===== config.mk =====
export PLATFORM = sky130hd
export DESIGN_NAME = rtcksf_device_flat
export DESIGN_NICKNAME = d
export VERILOG_FILES = /design/src/hdl/rtcksf_pkg.sv /design/src/hdl/rtcksf_link_if.sv /design/src/hdl/rtcksf_device.sv /design/src/flat_wrapper.sv
export VERILOG_INCLUDE_DIRS = /design/src /design/src/hdl
export SDC_FILE = /design/constraint.sdc
export NUM_CORES = 1
export LEC_CHECK = 0
export BUFFER_PORTS_ARGS = -buffer_cell sky130_fd_sc_hd__buf_4
export CELL_PAD_IN_SITES_DETAIL_PLACEMENT = 0
export CELL_PAD_IN_SITES_GLOBAL_PLACEMENT = 2
export CORE_MARGIN = 3
export CORE_UTILIZATION = 43
export DETAILED_ROUTE_END_ITERATION = 8
export PLACE_DENSITY = 0.9
export SYNTH_ARGS = -nofsm -noshare
export SYNTH_HDL_FRONTEND = slang
export SYNTH_SLANG_ARGS = --single-unit

===== constraint.sdc =====
create_clock -name clk -period 6.2 [get_ports clk]
set_input_delay 0.62 -clock clk [delete_from_list [all_inputs] [get_ports clk]]
set_output_delay 0.62 -clock clk [all_outputs]
set_load 0.02 [all_outputs]

===== src/hdl/rtcksf_consts.svh =====
// Purpose: constants for the keyed special function register block
// Assumes: byte-wide registers on a serial-style link
// Notes: offsets, reset values, keys, field positions, timing counts
`ifndef RTCKSF_CONSTS_SVH
`define RTCKSF_CONSTS_SVH
`define RTCKSF_ADDR_CHARGER_CONFIG 8'h09
`define RTCKSF_ADDR_KEY_FIRST 8'h20
`define RTCKSF_ADDR_KEY_SECOND 8'h21
`define RTCKSF_ADDR_SPECIAL_CTRL 8'h22
`define RTCKSF_ADDR_SECOND_SWITCH 8'h08
`define RTCKSF_ADDR_YEAR 8'h06
`define RTCKSF_RESET_CHARGER_CONFIG 8'haa
`define RTCKSF_RESET_SPECIAL_CTRL 8'h00
`define RTCKSF_RESET_SECOND_SWITCH 8'h90
`define RTCKSF_KEY_FIRST_VALUE 8'h5e
`define RTCKSF_KEY_SECOND_VALUE 8'hc7
`define RTCKSF_KEY_READ_VALUE 8'h00
`define RTCKSF_CHARGER_ON_CODE 4'h5
`define RTCKSF_BIT_FET_BYPASS 6
`define RTCKSF_BIT_SECOND_SWITCH 5
`define RTCKSF_BIT_FORCE_ONE_HZ 0
`define RTCKSF_MASK_CHARGER_CONFIG 8'h4f
`define RTCKSF_MASK_SPECIAL_CTRL 8'h01
`define RTCKSF_MASK_SECOND_SWITCH 8'h20
`define RTCKSF_MASK_YEAR 8'hff
`define RTCKSF_UNMAPPED_READ 8'h00
`define RTCKSF_CLK_HZ 100000000
`define RTCKSF_CAL_FAST_HZ 512
`define RTCKSF_CAL_SLOW_HZ 1
`define RTCKSF_SETTLE_MS 1000
`define RTCKSF_LINK_HALF_CYCLES 8
`endif


===== src/hdl/rtcksf_pkg.sv =====
// Purpose: shared types for the keyed special function register block
// Assumes: constants come from the header
// Notes: link frame phases
package rtcksf_pkg;
  typedef logic [7:0] rtcksf_byte_t;
  typedef enum logic [1:0] {
    RTCKSF_KEY_IDLE = 2'b00,
    RTCKSF_KEY_HALF = 2'b01,
    RTCKSF_KEY_OPEN = 2'b10
  } rtcksf_key_state_t;
  typedef enum logic [2:0] {
    RTCKSF_H_IDLE = 3'b000,
    RTCKSF_H_SHIFT = 3'b001,
    RTCKSF_H_WAIT = 3'b010,
    RTCKSF_H_DONE = 3'b011,
    RTCKSF_H_SETTLE = 3'b100
  } rtcksf_host_state_t;
endpackage : rtcksf_pkg


===== src/hdl/rtcksf_link_if.sv =====
// Purpose: link between host controller and keyed register device
// Assumes: host makes link_clk; frame is 1 write bit, 8 address bits,
//   8 data bits on writes only, msb first, changed on the host's falling edge and sampled on its rising edge; the device
//   answers read data on resp_data after the frame, marked by resp_valid
// Notes: main_power_ok is the supply state seen by both ends
`timescale 1ns/1ps
`default_nettype none
interface rtcksf_link_if;
  logic link_clk;
  logic link_frame;
  logic link_mosi;
  logic [7:0] resp_data;
  logic resp_valid;
  logic main_power_ok;
  modport host (output link_clk, output link_frame, output link_mosi,
    input resp_data, input resp_valid, input main_power_ok);
  modport device (input link_clk, input link_frame, input link_mosi,
    output resp_data, output resp_valid, output main_power_ok);
endinterface : rtcksf_link_if
`default_nettype wire


===== src/hdl/rtcksf_device.sv =====
// Purpose: device end: keyed special function, charger config, leap year
// Assumes: link pins come from outside this clock domain
// Notes: frame = write flag, address, data on writes only; reads answer after frame
`timescale 1ns/1ps
`include "rtcksf_consts.svh"
`default_nettype none
module rtcksf_device #(
  parameter int CLK_HZ = `RTCKSF_CLK_HZ
) (
  input wire logic clk,
  input wire logic resetn,
  rtcksf_link_if.device link,
  input wire logic main_supply_ok,
  input wire logic ppm_tick,
  input wire logic [7:0] year_count,
  output logic trickle_fet_on,
  output logic charger_active,
  output logic cal_out,
  output logic leap_year,
  output logic protect_open
);
  import rtcksf_pkg::*;

  localparam int FAST_HALF = CLK_HZ / (2 * `RTCKSF_CAL_FAST_HZ);
  localparam int SLOW_HALF = CLK_HZ / (2 * `RTCKSF_CAL_SLOW_HZ);

  logic [2:0] clk_sync_r;
  logic [2:0] frame_sync_r;
  logic [1:0] mosi_sync_r;
  logic [1:0] pwr_sync_r;
  logic [16:0] shift_r;
  logic [4:0] bit_cnt_r;
  logic wr_stb_r;
  logic rd_stb_r;
  rtcksf_byte_t addr_r;
  rtcksf_byte_t data_r;
  rtcksf_byte_t charger_config_r;
  rtcksf_byte_t second_switch_r;
  rtcksf_byte_t special_ctrl_r;
  rtcksf_key_state_t key_state_r;
  rtcksf_byte_t resp_data_r;
  logic resp_valid_r;
  logic [31:0] cal_cnt_r;
  logic cal_r;
  logic fet_r;
  logic chg_r;
  logic leap_r;
  logic open_r;
  logic pwr_r;

  function automatic logic is_leap(input logic [7:0] bcd_year);
    // Tens digit odd needs units 2/6; tens even needs units 0/4/8
    if (bcd_year[4])
      is_leap = (bcd_year[3:0] == 4'h2) || (bcd_year[3:0] == 4'h6);
    else
      is_leap = (bcd_year[3:0] == 4'h0) || (bcd_year[3:0] == 4'h4) ||
        (bcd_year[3:0] == 4'h8);
  endfunction : is_leap

  wire link_rise = clk_sync_r[1] & ~clk_sync_r[2];
  wire frame_on = frame_sync_r[1];
  wire frame_end = ~frame_sync_r[1] & frame_sync_r[2];
  wire powered = pwr_sync_r[1];

  always_ff @(posedge clk or negedge resetn)
    if (!resetn)
    begin
      clk_sync_r <= 3'h0;
      frame_sync_r <= 3'h0;
      mosi_sync_r <= 2'h0;
      pwr_sync_r <= 2'h0;
    end
    else
    begin
      clk_sync_r <= {clk_sync_r[1:0], link.link_clk};
      frame_sync_r <= {frame_sync_r[1:0], link.link_frame};
      mosi_sync_r <= {mosi_sync_r[0], link.link_mosi};
      pwr_sync_r <= {pwr_sync_r[0], main_supply_ok};
    end

  // Frame shifter; whole frames seen on backup supply are dropped
  always_ff @(posedge clk or negedge resetn)
    if (!resetn)
    begin
      shift_r <= 17'h0;
      bit_cnt_r <= 5'h0;
      wr_stb_r <= 1'b0;
      rd_stb_r <= 1'b0;
      addr_r <= 8'h00;
      data_r <= 8'h00;
    end
    else
    begin
      wr_stb_r <= 1'b0;
      rd_stb_r <= 1'b0;
      if (!frame_on)
      begin
        bit_cnt_r <= 5'h0;
        if (frame_end && powered)
        begin
          if (bit_cnt_r == 5'd17 && shift_r[16])
          begin
            wr_stb_r <= 1'b1;
            addr_r <= shift_r[15:8];
            data_r <= shift_r[7:0];
          end
          else if (bit_cnt_r == 5'd9 && !shift_r[8])
          begin
            rd_stb_r <= 1'b1;
            addr_r <= shift_r[7:0];
          end
        end
      end
      else if (link_rise && bit_cnt_r != 5'd17)
      begin
        shift_r <= {shift_r[15:0], mosi_sync_r[1]};
        bit_cnt_r <= bit_cnt_r + 5'd1;
      end
    end

  // Unlock sequencer
  always_ff @(posedge clk or negedge resetn)
    if (!resetn)
      key_state_r <= RTCKSF_KEY_IDLE;
    else if (wr_stb_r)
    begin
      unique case (key_state_r)
        RTCKSF_KEY_IDLE:
          if (addr_r == `RTCKSF_ADDR_KEY_FIRST &&
              data_r == `RTCKSF_KEY_FIRST_VALUE)
            key_state_r <= RTCKSF_KEY_HALF;
        RTCKSF_KEY_HALF:
          if (addr_r == `RTCKSF_ADDR_KEY_SECOND &&
              data_r == `RTCKSF_KEY_SECOND_VALUE)
            key_state_r <= RTCKSF_KEY_OPEN;
          else
            key_state_r <= RTCKSF_KEY_IDLE;
        RTCKSF_KEY_OPEN:
          key_state_r <= RTCKSF_KEY_IDLE;
        default:
          key_state_r <= RTCKSF_KEY_IDLE;
      endcase
    end

  // Register writes; reserved bits cleared on write, reset values not masked
  always_ff @(posedge clk or negedge resetn)
    if (!resetn)
    begin
      charger_config_r <= `RTCKSF_RESET_CHARGER_CONFIG;
      second_switch_r <= `RTCKSF_RESET_SECOND_SWITCH;
      special_ctrl_r <= `RTCKSF_RESET_SPECIAL_CTRL;
    end
    else if (wr_stb_r)
    begin
      if (addr_r == `RTCKSF_ADDR_CHARGER_CONFIG)
        charger_config_r <= data_r & `RTCKSF_MASK_CHARGER_CONFIG;
      if (addr_r == `RTCKSF_ADDR_SECOND_SWITCH)
        second_switch_r <= data_r & `RTCKSF_MASK_SECOND_SWITCH;
      if (addr_r == `RTCKSF_ADDR_SPECIAL_CTRL &&
          key_state_r == RTCKSF_KEY_OPEN)
        special_ctrl_r <= data_r & `RTCKSF_MASK_SPECIAL_CTRL;
    end

  // Read answers; keys read as zero
  always_ff @(posedge clk or negedge resetn)
    if (!resetn)
    begin
      resp_data_r <= 8'h00;
      resp_valid_r <= 1'b0;
    end
    else
    begin
      resp_valid_r <= rd_stb_r;
      if (rd_stb_r)
        unique case (addr_r)
          `RTCKSF_ADDR_CHARGER_CONFIG: resp_data_r <= charger_config_r;
          `RTCKSF_ADDR_SECOND_SWITCH: resp_data_r <= second_switch_r;
          `RTCKSF_ADDR_SPECIAL_CTRL: resp_data_r <= special_ctrl_r;
          `RTCKSF_ADDR_KEY_FIRST,
          `RTCKSF_ADDR_KEY_SECOND:
            resp_data_r <= `RTCKSF_KEY_READ_VALUE;
          `RTCKSF_ADDR_YEAR: resp_data_r <= year_count;
          default: resp_data_r <= `RTCKSF_UNMAPPED_READ;
        endcase
    end

  // Calibration output; slow clock paced by ppm-trimmed tick, fast by clk
  always_ff @(posedge clk or negedge resetn)
    if (!resetn)
    begin
      cal_cnt_r <= 32'h0;
      cal_r <= 1'b0;
    end
    else if (special_ctrl_r[`RTCKSF_BIT_FORCE_ONE_HZ])
    begin
      if (ppm_tick)
      begin
        if (cal_cnt_r >= 32'(SLOW_HALF - 1))
        begin
          cal_cnt_r <= 32'h0;
          cal_r <= ~cal_r;
        end
        else
          cal_cnt_r <= cal_cnt_r + 32'h1;
      end
    end
    else if (cal_cnt_r >= 32'(FAST_HALF - 1))
    begin
      cal_cnt_r <= 32'h0;
      cal_r <= ~cal_r;
    end
    else
      cal_cnt_r <= cal_cnt_r + 32'h1;

  // Status outputs; not gated by supply, counting continues on backup
  always_ff @(posedge clk or negedge resetn)
    if (!resetn)
    begin
      fet_r <= 1'b0;
      chg_r <= 1'b0;
      leap_r <= 1'b0;
      open_r <= 1'b0;
      pwr_r <= 1'b0;
    end
    else
    begin
      fet_r <= charger_config_r[`RTCKSF_BIT_FET_BYPASS];
      chg_r <= (charger_config_r[3:0] == `RTCKSF_CHARGER_ON_CODE) &&
        charger_config_r[`RTCKSF_BIT_FET_BYPASS] &&
        second_switch_r[`RTCKSF_BIT_SECOND_SWITCH];
      leap_r <= is_leap(year_count);
      open_r <= (key_state_r == RTCKSF_KEY_OPEN);
      pwr_r <= powered;
    end

  assign trickle_fet_on = fet_r;
  assign charger_active = chg_r;
  assign cal_out = cal_r;
  assign leap_year = leap_r;
  assign protect_open = open_r;
  assign link.resp_data = resp_data_r;
  assign link.resp_valid = resp_valid_r;
  assign link.main_power_ok = pwr_r;
endmodule : rtcksf_device
`default_nettype wire


===== src/flat_wrapper.sv =====
// flat-port wrapper written by rule: the top's interface ports become plain ports
module rtcksf_device_flat import rtcksf_pkg::*;
#(
  parameter int CLK_HZ = `RTCKSF_CLK_HZ
)
  (clk, resetn, main_supply_ok, ppm_tick, year_count, trickle_fet_on, charger_active, cal_out, leap_year, protect_open, link_link_clk, link_link_frame, link_link_mosi, link_resp_data, link_resp_valid, link_main_power_ok);
  rtcksf_link_if link_i ();
  input wire logic clk;
  input wire logic resetn;
  input wire logic main_supply_ok;
  input wire logic ppm_tick;
  input wire logic [7:0] year_count;
  output logic trickle_fet_on;
  output logic charger_active;
  output logic cal_out;
  output logic leap_year;
  output logic protect_open;
  input wire logic [$bits(link_i.link_clk)-1:0] link_link_clk;
  input wire logic [$bits(link_i.link_frame)-1:0] link_link_frame;
  input wire logic [$bits(link_i.link_mosi)-1:0] link_link_mosi;
  output wire logic [$bits(link_i.resp_data)-1:0] link_resp_data;
  output wire logic [$bits(link_i.resp_valid)-1:0] link_resp_valid;
  output wire logic [$bits(link_i.main_power_ok)-1:0] link_main_power_ok;
  assign link_i.link_clk = link_link_clk;
  assign link_i.link_frame = link_link_frame;
  assign link_i.link_mosi = link_link_mosi;
  assign link_resp_data = link_i.resp_data;
  assign link_resp_valid = link_i.resp_valid;
  assign link_main_power_ok = link_i.main_power_ok;
  rtcksf_device #(.CLK_HZ(CLK_HZ)) u_core (.clk(clk), .resetn(resetn), .link(link_i), .main_supply_ok(main_supply_ok), .ppm_tick(ppm_tick), .year_count(year_count), .trickle_fet_on(trickle_fet_on), .charger_active(charger_active), .cal_out(cal_out), .leap_year(leap_year), .protect_open(protect_open));
endmodule

==> impl_summary.md, run 1 <==
Outcome
The flow ran to the end, and the final reports show no timing, DRC or antenna violations.

STA
The top achievable clock speed is about 400 MHz. The minimum clock period after layout is approximately 2.6 ns. Setup repair after global routing left no endpoint under its margin. For the final database, setup skew stands at 0.00618 ns.

For the pin with the worst max-slew slack, the measured transition is roughly 1.2 ns. The number of pins with negative max-slew slack in the final report was 0. The number of failing hold endpoints at the final stage came to 0. The final cycle utilization of the critical path is 0.412. Measured against its own limit, the worst slew margin works out to 0.187. The final number of setup-violating endpoints is 0.

For the final routed database, the setup TNS stands at 0 ns.

Logic synthesis
Synthesis inferred 108 register bits. Yosys mapped the design onto 51 distinct sky130hd cell types. The average instance in the mapped netlist occupies 11.0 µm².

Counting flops with a built-in enable in the synthesized netlist gives 0. The number of warnings reported in the yosys synthesis log is 0. The mapped cell area is 0.00479 mm². The sequential-to-total area share from yosys stat is 0.565. The async set-or-reset flop fraction in the synthesized netlist is 1.00. The most used flip-flop cell after synthesis is sky130_fd_sc_hd__dfrtp_1. The post-synthesis cell count is 435. When the netlist entered floorplanning its net count stood at 453.

CTS
The CTS sink count is 108. The clock latency on the worst-skew pair is 0.36 ns. The clock transition at the register clock pins on the worst setup and hold paths after CTS is 0.09 ns. The root buffer cell is sky130_fd_sc_hd__clkbuf_8. The hold-fix buffer count after cts is 0. The clock tree synthesis step divided the H-tree into 3 levels. The post-CTS setup repair buffer count is 0. The number of buffers created by CTS is 9. The clock passes through at most 2 buffers. The number of resized instances in the post-cts repair step is 0.

TritonCTS built the clock tree.

Worst setup path
STA classifies the critical path startpoint as a register. Of all nets on the critical path, the largest fanout is 31. The category of the most critical setup path is reg2reg. The worst register-to-register path has a depth of 5. The worst setup path is captured at a register.

In this run the register-to-register setup slack is 3.64 ns. Data on the critical path is required at its endpoint by 6.39 ns. The endpoint identified for the worst register-to-register timing path is u_core.cal_out. The critical path arrival is 2.74 ns. The startpoint identified for the worst register-to-register timing path is u_core.cal_cnt_r[20].

Route
After detailed routing, the number of remaining DRC violations is 0. The first detailed-routing pass ran for 5 iterations. After detailed routing, the total wire length is 9040 µm. The count of nets left with antenna violations once routing finished came out at 0. The number of vias per cell is around 5.4. The starting DRC count in detailed routing is 309. The final route contains around 3,200 vias. The routed wire length per instance is between 10 and 15 µm.

Global route
The via count of the first global-routing pass is 3,188. The first global-routing pass estimated 15,800 µm of wire. The residual overflow from global routing is 0.

The number of antenna violations at the first check in global routing is 0. Entering global routing, the biggest net connects 59 pins. For this run, the total global-route usage over all layers was measured as 0.155.

Floorplanning
The core area is roughly 0.011 mm². The die span in x is about 110 µm. The die is about 110 µm tall. Pin placement for this block handled 30 I/O pins. The starting density of the core is 0.454. The count of standard-cell rows is 37. The die covers between 0.01 and 0.015 mm².

Final layout
The proportion of layout cells with a drive suffix above 1 is 0.173. The sequential cells in the finished layout cover a total of 0.00271 mm². The leading cell type in the layout, fill and taps excluded is sky130_fd_sc_hd__dfrtp_1. Compared with the post-synthesis result, the final layout area differs by 10.3%.

The number of nets in the finished design is between 400 and 500. In the layout the commonest cells are sky130_fd_sc_hd__dfrtp_1 (104), sky130_fd_sc_hd__nor2_1 (59), sky130_fd_sc_hd__nand2_1 (43). The area of combinational cells with multiple inputs is ~0.002 mm². After filler insertion, the fill cell instance count of the layout stands at slightly below 1,000. The summed area of non-filler cells in the final layout is approximately 0.0053 mm². The diode insertion count for antenna repair is 0.

Power
The worst supply voltage drop on vdd is 0.166 mV. The sum of internal, switching and leakage power is 1.21 mW. The analysis attributes to cell leakage a power of about 2.5 nW. The power per standard cell area is 229 mW/mm².

Place
Summed over all nets, the half-perimeter wirelength after detailed placement is 6280 µm. The number of I/O port buffers is 29. The standard cell area after detailed placement is approximately 0.0051 mm². Routability-driven placement finished with a final weighted congestion of 0.809.

Run
The reported max-cap violation count is 0.

Worst hold path
The tightest min-delay check is of the in2async type.
==> flip-flops by register name (all words and copies together), names as in the netlist, 2 cells and up <==
name / count
u_core.mosi_sync_r: 2
u_core.bit_cnt_r: 5
u_core.data_r: 8
u_core.clk_sync_r: 3
u_core.key_state_r: 2
u_core.link.resp_data: 8
u_core.second_switch_r: 2
u_core.shift_r: 17
u_core.charger_config_r: 6
u_core.pwr_sync_r: 2
u_core.cal_cnt_r: 32
u_core.frame_sync_r: 3
u_core.addr_r: 8
==> per-stage QoR <==
| step | utilization | cells | worst slack, ns | hold WS [ns] |
|---|---|---|---|---|
| floorplan | - | 435 | 4.22 | 0.324 |
| global placement | 0.485 | 589 | 3.76 | 0.333 |
| detailed placement | 0.485 | 589 | 3.68 | 0.337 |
| CTS | 0.501 | 604 | 3.64 | 0.285 |
| global route | 0.501 | 604 | 3.43 | 0.311 |
| finish | 0.501 | 604 | 3.64 | 0.275 |
==> worst max-delay path by stage <==
stage | start | end | slack [ns] | cells after the start
finish | u_core.cal_cnt_r[20] | u_core.cal_out | 3.64 | 5
global placement | u_core.cal_cnt_r[20] | u_core.cal_out | 3.76 | 5
detailed placement | u_core.cal_cnt_r[20] | u_core.cal_cnt_r[3] | 3.68 | 5
global route | u_core.cal_cnt_r[20] | u_core.cal_cnt_r[11] | 3.43 | 5
CTS | u_core.cal_cnt_r[20] | u_core.cal_out | 3.64 | 5
floorplan | u_core.bit_cnt_r[0] | u_core.shift_r[10] | 4.22 | 6
==> power by group <==
part	switching (mW)	internal (mW)
clock network	0.221	0.155
logic	0.0334	0.0368
registers	0.0322	0.734
total	0.287	0.925
==> critical path, stage by stage (launching register included) <==
cell,delay [ns]
sky130_fd_sc_hd__dfrtp_1,0.45
sky130_fd_sc_hd__nand4_1,0.20
sky130_fd_sc_hd__nor4_1,0.41
sky130_fd_sc_hd__a211oi_2,0.17
sky130_fd_sc_hd__nor3_4,0.98
sky130_fd_sc_hd__xor2_1,0.15
==> cell type report <==
class	instances	area share
sequential	108	0.512
clock buffer	11	0.0267
clock inverter	4	0.00497
timing repair buffer	31	0.0440
inverter	7	0.00497
tap	136	0.0322
multi-input combinational	307	0.375
==> cell families after synthesis <==
kind of cell | synth area share
AO/OA/AOI/OAI | 0.0551
XOR/XNOR | 0.0640
adder cells (fa/ha/maj) | 0.00784
buffers and inverters | 0.0225
flip-flops | 0.565
multiplexers | 0.0731
AND/OR/NAND/NOR | 0.212
==> cell usage after synthesis, types with 4 or more instances <==
master / number / area [µm²]
sky130_fd_sc_hd__dfstp_2: 4 / 105
sky130_fd_sc_hd__nor2_1: 59 / 221
sky130_fd_sc_hd__nor3_1: 9 / 45.0
sky130_fd_sc_hd__xnor2_1: 12 / 105
sky130_fd_sc_hd__o21ai_0: 4 / 20.0
sky130_fd_sc_hd__mux2i_1: 8 / 80.1
sky130_fd_sc_hd__nand3_1: 18 / 90.1
sky130_fd_sc_hd__dfrtp_1: 104 / 2600
sky130_fd_sc_hd__and2_1: 7 / 43.8
sky130_fd_sc_hd__nand2b_1: 5 / 31.3
sky130_fd_sc_hd__nand4_1: 16 / 100
sky130_fd_sc_hd__nand2_1: 43 / 161
sky130_fd_sc_hd__nor4_1: 11 / 68.8
sky130_fd_sc_hd__xor2_1: 23 / 201
sky130_fd_sc_hd__mux2_2: 24 / 270
sky130_fd_sc_hd__and3_1: 5 / 31.3
sky130_fd_sc_hd__inv_1: 6 / 22.5
sky130_fd_sc_hd__a21oi_1: 17 / 85.1
sky130_fd_sc_hd__a22oi_1: 5 / 37.5
sky130_fd_sc_hd__buf_2: 5 / 25.0
==> per-layer routing <==
layer | track usage | up-vias | share of wire
met3 | 0.0408 | 2 | 0.044
met5 | 0 | - | 0
met4 | 0.0406 | 0 | 0.0051
met1 | 0.222 | 1603 | 0.49
met2 | 0.235 | 50 | 0.46
li1 | - | 1590 | -
(Power assumes the default switching activity.)
==> run 2, diff against run 1 <==
Settings changed: CORE_UTILIZATION 43 to 36, PLACE_DENSITY 0.9 to 0.81.
Clock period 6.2 ns to 2.1 ns, I/O delays scaled along.
==> run 2 against run 1 <==
Effect of this change:
- first-iteration DRC count fell by 30%
- via count rose by 5.7%
- combinational power grew to 3.4 times the previous value
- sequential power grew to 2.9 times the previous value
- register-to-register slack worse by 3.5 ns
- highest routed layer unchanged
- clock skew grew 0.0027 ns
==> impl_summary.md, run 2 (synthesis results as in run 1) <==
CTS
The clock transition at the register clock pins on the worst setup and hold paths after CTS is 0.07 ns (was 0.09 ns). The number of buffers created by CTS is 9 (unchanged). The CTS sink count came to 108 (unchanged). The number of H-tree levels is 3 (unchanged). The clock latency on the worst-skew pair is 0.35 ns (was 0.36 ns). The maximum number of buffers from clock root to sink was 2 (unchanged). The TritonCTS clock tree is built (unchanged).

The root buffer cell is sky130_fd_sc_hd__clkbuf_16 (was sky130_fd_sc_hd__clkbuf_8).

Global route
The number of antenna violations at the first check in global routing came to 0 (unchanged). The largest net degree at the start of global routing is 67 (was 59). The global-route total usage across every layer is 0.152 (was 0.155).

The residual overflow from global routing is 0 (unchanged). The wire length of the first global-routing pass came to 17,500 µm (was 15,800 µm). The via count of the first global-routing pass is 3,372 (was 3,188).

STA
The remaining max-slew budget at the tightest pin is 0.610 (was 0.187). The minimum clock period after layout is 2.01 ns (was 2.56 ns). The number of pins with negative max-slew slack in the final report came to 0 (unchanged).

The worst setup margin is 0.0932 ns (was 3.64 ns). The final number of setup-violating endpoints is 0 (unchanged). The worst-case clock skew is 0.00885 ns (was 0.00618 ns).

The number of failing hold endpoints at the final stage was 0 (unchanged). The top achievable clock speed is 498 MHz (was 391 MHz). The final cycle utilization of the critical path is 0.956 (was 0.412). The slew at the pin closest to its max-slew limit is 0.585 ns (was 1.22 ns).

Route
The number of detailed-routing iterations run before antenna repair is 5 (unchanged). The routed wire length per instance is 15.4 µm (was 15.0 µm). The number of vias per cell is 5.06 (was 5.37).

The total length of routed wires is 10,400 µm (was 9040 µm). The routed via count is 3,429 (was 3,245). The starting DRC count in detailed routing was 215 (was 309). The number of nets still failing antenna checks after routing was 0 (unchanged). The remaining design rule violation count came to 0 (unchanged).

Place
The number of I/O port buffers came to 29 (unchanged). The worst setup slack after placement is 0.0705 ns (was 3.68 ns). The total instance count after detailed placement is 653 (was 589).

The routability-driven placement congestion ratio was 0.854 (was 0.809). The placed wire-length estimate is 7400 µm (was 6280 µm).

Floorplanning
The core area was 0.0128 mm² (was 0.0106 mm²). The count of standard-cell rows came to 41 (was 37). The starting density of the core was 0.374 (was 0.454). The area enclosed by the die boundary came to 0.0147 mm² (was 0.0124 mm²). The vertical extent of the die is 121 µm (was 112 µm).

The number of primary I/O pins is 30 (unchanged). The die span in x is 121 µm (was 112 µm).

Worst setup path
The largest stage delay on the critical path is 0.51 ns (was 0.98 ns). The category of the most critical setup path is reg2reg (unchanged). The critical path arrival was 2.29 ns (was 2.74 ns). Cell Chain, Critical Path: or4_1 -> a211o_1 -> a211oi_4 -> nor3_4 -> buf_12 -> nor2_1 (was nand4_1 -> nor4_1 -> a211oi_2 -> nor3_4 -> xor2_1). The endpoint required time on the critical path was 2.38 ns (was 6.39 ns).

The critical path's slowest cell is sky130_fd_sc_hd__or4_1 (was sky130_fd_sc_hd__nor3_4). The maximum fanout along the worst path is 21 (was 31). The family with the most delay on the worst path is simple AND/OR/NAND/NOR gates (unchanged).

The number of buffers and inverters on the critical path was 1 (was 0). The sort of element at the end of the critical path was a register (unchanged). The critical path launch point type is a register (unchanged).

Final layout
Highest-count cells in the layout ignoring fill and taps: sky130_fd_sc_hd__dfrtp_1 (104), sky130_fd_sc_hd__buf_4 (60), sky130_fd_sc_hd__nor2_1 (59) (was sky130_fd_sc_hd__dfrtp_1 (104), sky130_fd_sc_hd__nor2_1 (59), sky130_fd_sc_hd__nand2_1 (43)). The area added between synthesis and finish came to 21.6% (was 10.3%). The proportion of layout cells with a drive suffix above 1 is 0.230 (was 0.173). The register with the highest flop count is u_core.cal_cnt_r (unchanged). The area of combinational cells with multiple inputs is 0.00200 mm² (was 0.00198 mm²). The flip-flop and latch area is 0.00271 mm² (unchanged). The final cell count without fillers came to 677 (was 604). The number of nets in the finished design is 519 (was 482). The number of flip-flops in the largest register is 32 (unchanged). The number of filler cells placed in the layout came to 1,206 (was 980).

Registers with the highest flip-flop counts: u_core.cal_cnt_r x32, u_core.shift_r x17 (unchanged). The leading cell type in the layout, fill and taps excluded is sky130_fd_sc_hd__dfrtp_1 (unchanged). The diode insertion count for antenna repair came to 0 (unchanged).

Outcome
Run status: complete, no violations (unchanged).

Power
The sum of internal, switching and leakage power is 4.30 mW (was 1.21 mW). The worst supply voltage drop on vdd came to 0.466 mV (was 0.166 mV). The power per standard cell area is 738 mW/mm² (was 229 mW/mm²). The static leakage power is 2.72 nW (was 2.46 nW).

Run
The reported max-cap violation count is 0 (unchanged).

Worst hold path
The type of the worst min-delay path is in2reg (was in2async).
[run 2: changes by cell type in the layout (fill, tap and decap cells not counted), sizes merged]
cell,previous run,this run
dlygate4sd3,0,5
buf,31,63
inv,6,7
bufinv,0,2
clkbuf,11,10
clkinvlp,1,2
clkinv,4,1
[run 2: metrics by stage]
stage,hold slack (ns),TNS (ns),util,cell area (µm²)
2_1_floorplan,-0.0856,0,-,4790
3_3_place_gp,0.154,0,0.422,5420
3_5_place_dp,0.160,0,0.422,5420
4_1_cts,0.0108,0,0.451,5780
5_1_grt,0.0229,-0.0283,0.454,5830
6_report,0.0260,0,0.454,5830
[run 2: layout make-up]
type,count,share of cell area
sequential,108,0.465
multi-input combinational,307,0.343
timing repair buffer,68,0.0962
clock buffer,10,0.0393
tap,172,0.0369
clock inverter,5,0.0146
inverter,7,0.00515
[run 2: worst paths after layout]
path	cells past startpoint	from	to	slack, ns
min reg2reg	0	u_core.frame_sync_r[0]	u_core.frame_sync_r[1]	0.35
max reg2reg	6	u_core.cal_cnt_r[11]	u_core.cal_cnt_r[11]	0.09
min in group asynchronous	2	resetn	u_core.cal_cnt_r[16]	0.32
max	6	u_core.cal_cnt_r[11]	u_core.cal_cnt_r[11]	0.09
min	2	year_count[0]	u_core.leap_year	0.03
max in group asynchronous	3	resetn	u_core.charger_config_r[3]	1.06
[run 2: what timing repair did]
action	CTS	global route
hold buffers	5	0
gates resized for setup	0	3
buffers inserted	0	4
hold endpoints to repair	27	0
setup endpoints to repair	0	25
[run 2: power by group]
| group | total (mW) | switching [mW] | internal (mW) | leakage (nW) |
|---|---|---|---|---|
| logic | 0.242 | 0.119 | 0.123 | 1.18 |
| registers | 2.25 | 0.0858 | 2.17 | 1.39 |
| clock network | 1.80 | 0.759 | 1.05 | 0.149 |
[run 2: worst register-to-register path, delay by kind of cell (launching register included)]
family | cells | cell delay [ns]
simple gates | 3 | 0.77
compound gates | 2 | 0.59
flops | 1 | 0.38
buf+inv | 1 | 0.20
[run 2: routing by layer]
layer	track usage	vias to the layer above	share of wire	routed length [µm]
met5	0	-	0	0
met4	0.0441	0	0.014	145
met3	0.0476	11	0.047	491
met2	0.219	67	0.44	4550
met1	0.218	1686	0.50	5250
li1	-	1665	-	-
==> run 3, diff against run 2 <==
Settings changed: CELL_PAD_IN_SITES_DETAIL_PLACEMENT 0 to 1, CELL_PAD_IN_SITES_GLOBAL_PLACEMENT 2 to 1, CORE_UTILIZATION 36 to 44, PLACE_DENSITY 0.81 to 0.83.
==> run 3 against run 2 <==
Effect of this change:
- largest power group unchanged
- worst hold slack improved by 0.093 ns
- combinational power rose by 2%
- sequential power barely moved
- highest routed layer unchanged
- largest cell class unchanged
- critical path type unchanged
- design area fell by 1.9%
- count of clock-buffer cells in the layout did not move
==> impl_summary.md, run 3 (synthesis results as in run 1) <==
Floorplanning
The die span in x is 110 µm (was 121 µm). The starting density of the core came to 0.458 (was 0.374). The vertical extent of the die was 110 µm (was 121 µm). The core area is 0.0105 mm² (was 0.0128 mm²).

The number of primary I/O pins is 30 (unchanged). The area enclosed by the die boundary is 0.0122 mm² (was 0.0147 mm²). The count of standard-cell rows was 37 (was 41).

Final layout
The summed area of non-filler cells in the final layout came to 0.00571 mm² (was 0.00583 mm²). The number of nets in the finished design is 515 (was 519). Highest-count cells in the layout ignoring fill and taps: sky130_fd_sc_hd__dfrtp_1 (104), sky130_fd_sc_hd__buf_4 (53), sky130_fd_sc_hd__nor2_1 (51) (was sky130_fd_sc_hd__dfrtp_1 (104), sky130_fd_sc_hd__buf_4 (60), sky130_fd_sc_hd__nor2_1 (59)).

The proportion of layout cells with a drive suffix above 1 is 0.237 (was 0.230). The final design utilization is 0.546 (was 0.454). The register with the highest flop count is u_core.cal_cnt_r (unchanged).

The number of flip-flops in the largest register was 32 (unchanged). The number of filler cells placed in the layout is 1,148 (was 1,206). The leading cell type in the layout, fill and taps excluded is sky130_fd_sc_hd__dfrtp_1 (unchanged). The diode insertion count for antenna repair is 0 (unchanged).

The area added between synthesis and finish is 19.2% (was 21.6%). Registers with the highest flip-flop counts: u_core.cal_cnt_r x32, u_core.shift_r x17 (unchanged).

STA
The final number of setup-violating endpoints is 0 (unchanged). The final cycle utilization of the critical path was 0.980 (was 0.956). The top achievable clock speed came to 486 MHz (was 498 MHz). Setup repair after global routing could not meet its margin everywhere.

The slew at the pin closest to its max-slew limit is 0.547 ns (was 0.585 ns). The remaining max-slew budget at the tightest pin was 0.632 (was 0.610). The number of pins with negative max-slew slack in the final report came to 0 (unchanged).

The worst setup margin is 0.0421 ns (was 0.0932 ns). The number of failing hold endpoints at the final stage is 0 (unchanged). The worst-case clock skew was 0.0130 ns (was 0.00885 ns). The minimum clock period after layout is 2.06 ns (was 2.01 ns).

Place
The worst setup slack after placement is -0.0552 ns (was 0.0705 ns). The standard cell area after detailed placement is 0.00530 mm² (was 0.00542 mm²). The placed wire-length estimate is 7880 µm (was 7400 µm). The routability-driven placement congestion ratio is 0.826 (was 0.854). The number of I/O port buffers is 29 (unchanged).

Global route
The global-route track usage on met1 is 0.253 (was 0.218). The via count of the first global-routing pass was 3,816 (was 3,372). The largest net degree at the start of global routing is 49 (was 67). The wire length of the first global-routing pass came to 18,900 µm (was 17,500 µm). The global-route met2 utilization is 0.350 (was 0.219). The most crowded layer after global routing is met2 (unchanged).

The fraction of met3 tracks used by global routing is 0.0530 (was 0.0476). The number of antenna violations at the first check in global routing came to 0 (unchanged). The global-route total usage across every layer came to 0.203 (was 0.152). The residual overflow from global routing is 0 (unchanged).

Worst setup path
The sort of element at the end of the critical path is a register (unchanged). The critical path's slowest cell was sky130_fd_sc_hd__or4_4 (was sky130_fd_sc_hd__or4_1). The family with the most delay on the worst path is simple AND/OR/NAND/NOR gates (unchanged). The endpoint required time on the critical path came to 2.42 ns (was 2.38 ns). The largest stage delay on the critical path is 0.54 ns (was 0.51 ns).

The critical path launch point type was a register (unchanged). The number of buffers and inverters on the critical path is 1 (unchanged). The maximum fanout along the worst path was 10 (was 21). The critical path arrival is 2.38 ns (was 2.29 ns). Cell Chain, Critical Path: or4_4 -> a211o_1 -> a211oi_4 -> nor3_4 -> bufbuf_16 -> nor2_1 (was or4_1 -> a211o_1 -> a211oi_4 -> nor3_4 -> buf_12 -> nor2_1). The category of the most critical setup path is reg2reg (unchanged).

Route
The remaining design rule violation count was 0 (unchanged). The routed wire length per instance is 17.9 µm (was 15.4 µm). The starting DRC count in detailed routing came to 193 (was 215).

The routed via count is 3,525 (was 3,429). The number of detailed-routing iterations run before antenna repair was 4 (was 5). The total length of routed wires is 11,400 µm (was 10,400 µm). The number of vias per cell is 5.53 (was 5.06). The number of nets still failing antenna checks after routing was 0 (unchanged).

Worst hold path
The type of the worst min-delay path is in2reg (unchanged).

CTS
The clock latency on the worst-skew pair came to 0.38 ns (was 0.35 ns). The number of H-tree levels is 3 (unchanged). The TritonCTS clock tree was built (unchanged). The clock transition at the register clock pins on the worst setup and hold paths after CTS came to 0.11 ns (was 0.07 ns).

The CTS sink count is 108 (unchanged). The maximum number of buffers from clock root to sink is 2 (unchanged). The number of buffers created by CTS came to 9 (unchanged). The root buffer cell was sky130_fd_sc_hd__clkbuf_8 (was sky130_fd_sc_hd__clkbuf_16).

Power
The static leakage power is 2.65 nW (was 2.72 nW). The switching share of total power is 0.239 (was 0.224). The internal power is 2.98 mW (was 3.34 mW). The worst supply voltage drop on vdd was 0.529 mV (was 0.466 mV). The proportion of power drawn by combinational gates is 0.063 (was 0.056). The net switching power figure is 933 µW (was 964 µW). The share of total power in sequential cells came to 0.578 (was 0.524). The clock power share is 0.359 (was 0.420). The sum of internal, switching and leakage power came to 3.91 mW (was 4.30 mW).

The power per standard cell area is 684 mW/mm² (was 738 mW/mm²).

Outcome
Run status: complete, no violations (unchanged).

Run
The reported max-cap violation count was 0 (unchanged).
[run 3: power by group through the flow]
stage	sequential (mW)	combinational, mW	clock (mW)
floorplan	2.27	0.121	0
global placement	2.30	0.216	0
detailed placement	2.31	0.230	0
CTS	2.26	0.247	1.44
global route	2.28	0.274	1.54
finish	2.26	0.246	1.41
[run 3: layout make-up]
class                   count  area [µm²]  share of cell area
flip-flops and latches    108        2710               0.474
clock inverters             6        95.1              0.0166
repair buffers             64         557              0.0975
inverters                   7        26.3             0.00460
well taps                 136         170              0.0298
clock buffers              10         128              0.0223
multi-input cells         307        2030               0.355
[run 3: worst min-delay path, delay by kind of cell]
family | cells | cell delay, ns
buf+inv | 1 | 0.09
simple gates | 3 | 0.17
[run 3: through the flow]
stage | hold WS (ns) | std cells | TNS, ns
finish | 0.119 | 638 | 0
global route | 0.114 | 638 | -0.0197
CTS | 0.111 | 636 | -0.0249
detailed placement | 0.204 | 612 | -0.0552
global placement | 0.200 | 612 | 0
floorplan | -0.0856 | 435 | 0
[run 3: worst paths after layout]
path	startpoint	end	slack, ns	cells past startpoint
setup / recovery	u_core.cal_cnt_r[9]	u_core.cal_cnt_r[9]	0.04	6
hold / removal	year_count[3]	u_core.leap_year	0.12	4
setup reg to reg	u_core.cal_cnt_r[9]	u_core.cal_cnt_r[9]	0.04	6
hold reg to reg	u_core.frame_sync_r[0]	u_core.frame_sync_r[1]	0.36	0
max in group asynchronous	resetn	u_core.addr_r[4]	1.07	3
min in group asynchronous	resetn	u_core.protect_open	0.34	2
[run 3: what timing repair did]
item / 4_1_cts / 5_1_grt
gates cloned: 1 / 0
pin swaps: 5 / 3
endpoints found under the setup margin: 2 / 36
endpoints found under the hold margin: 37 / 0
buffers inserted: 1 / 2
resized for setup: 7 / 10
hold buffers: 6 / 0
[run 3: metal layers]
layer  share of wire  vias up
met5               0        -
met4           0.014        0
met3           0.031       14
met2            0.52       47
met1            0.44     1816
li1                -     1648
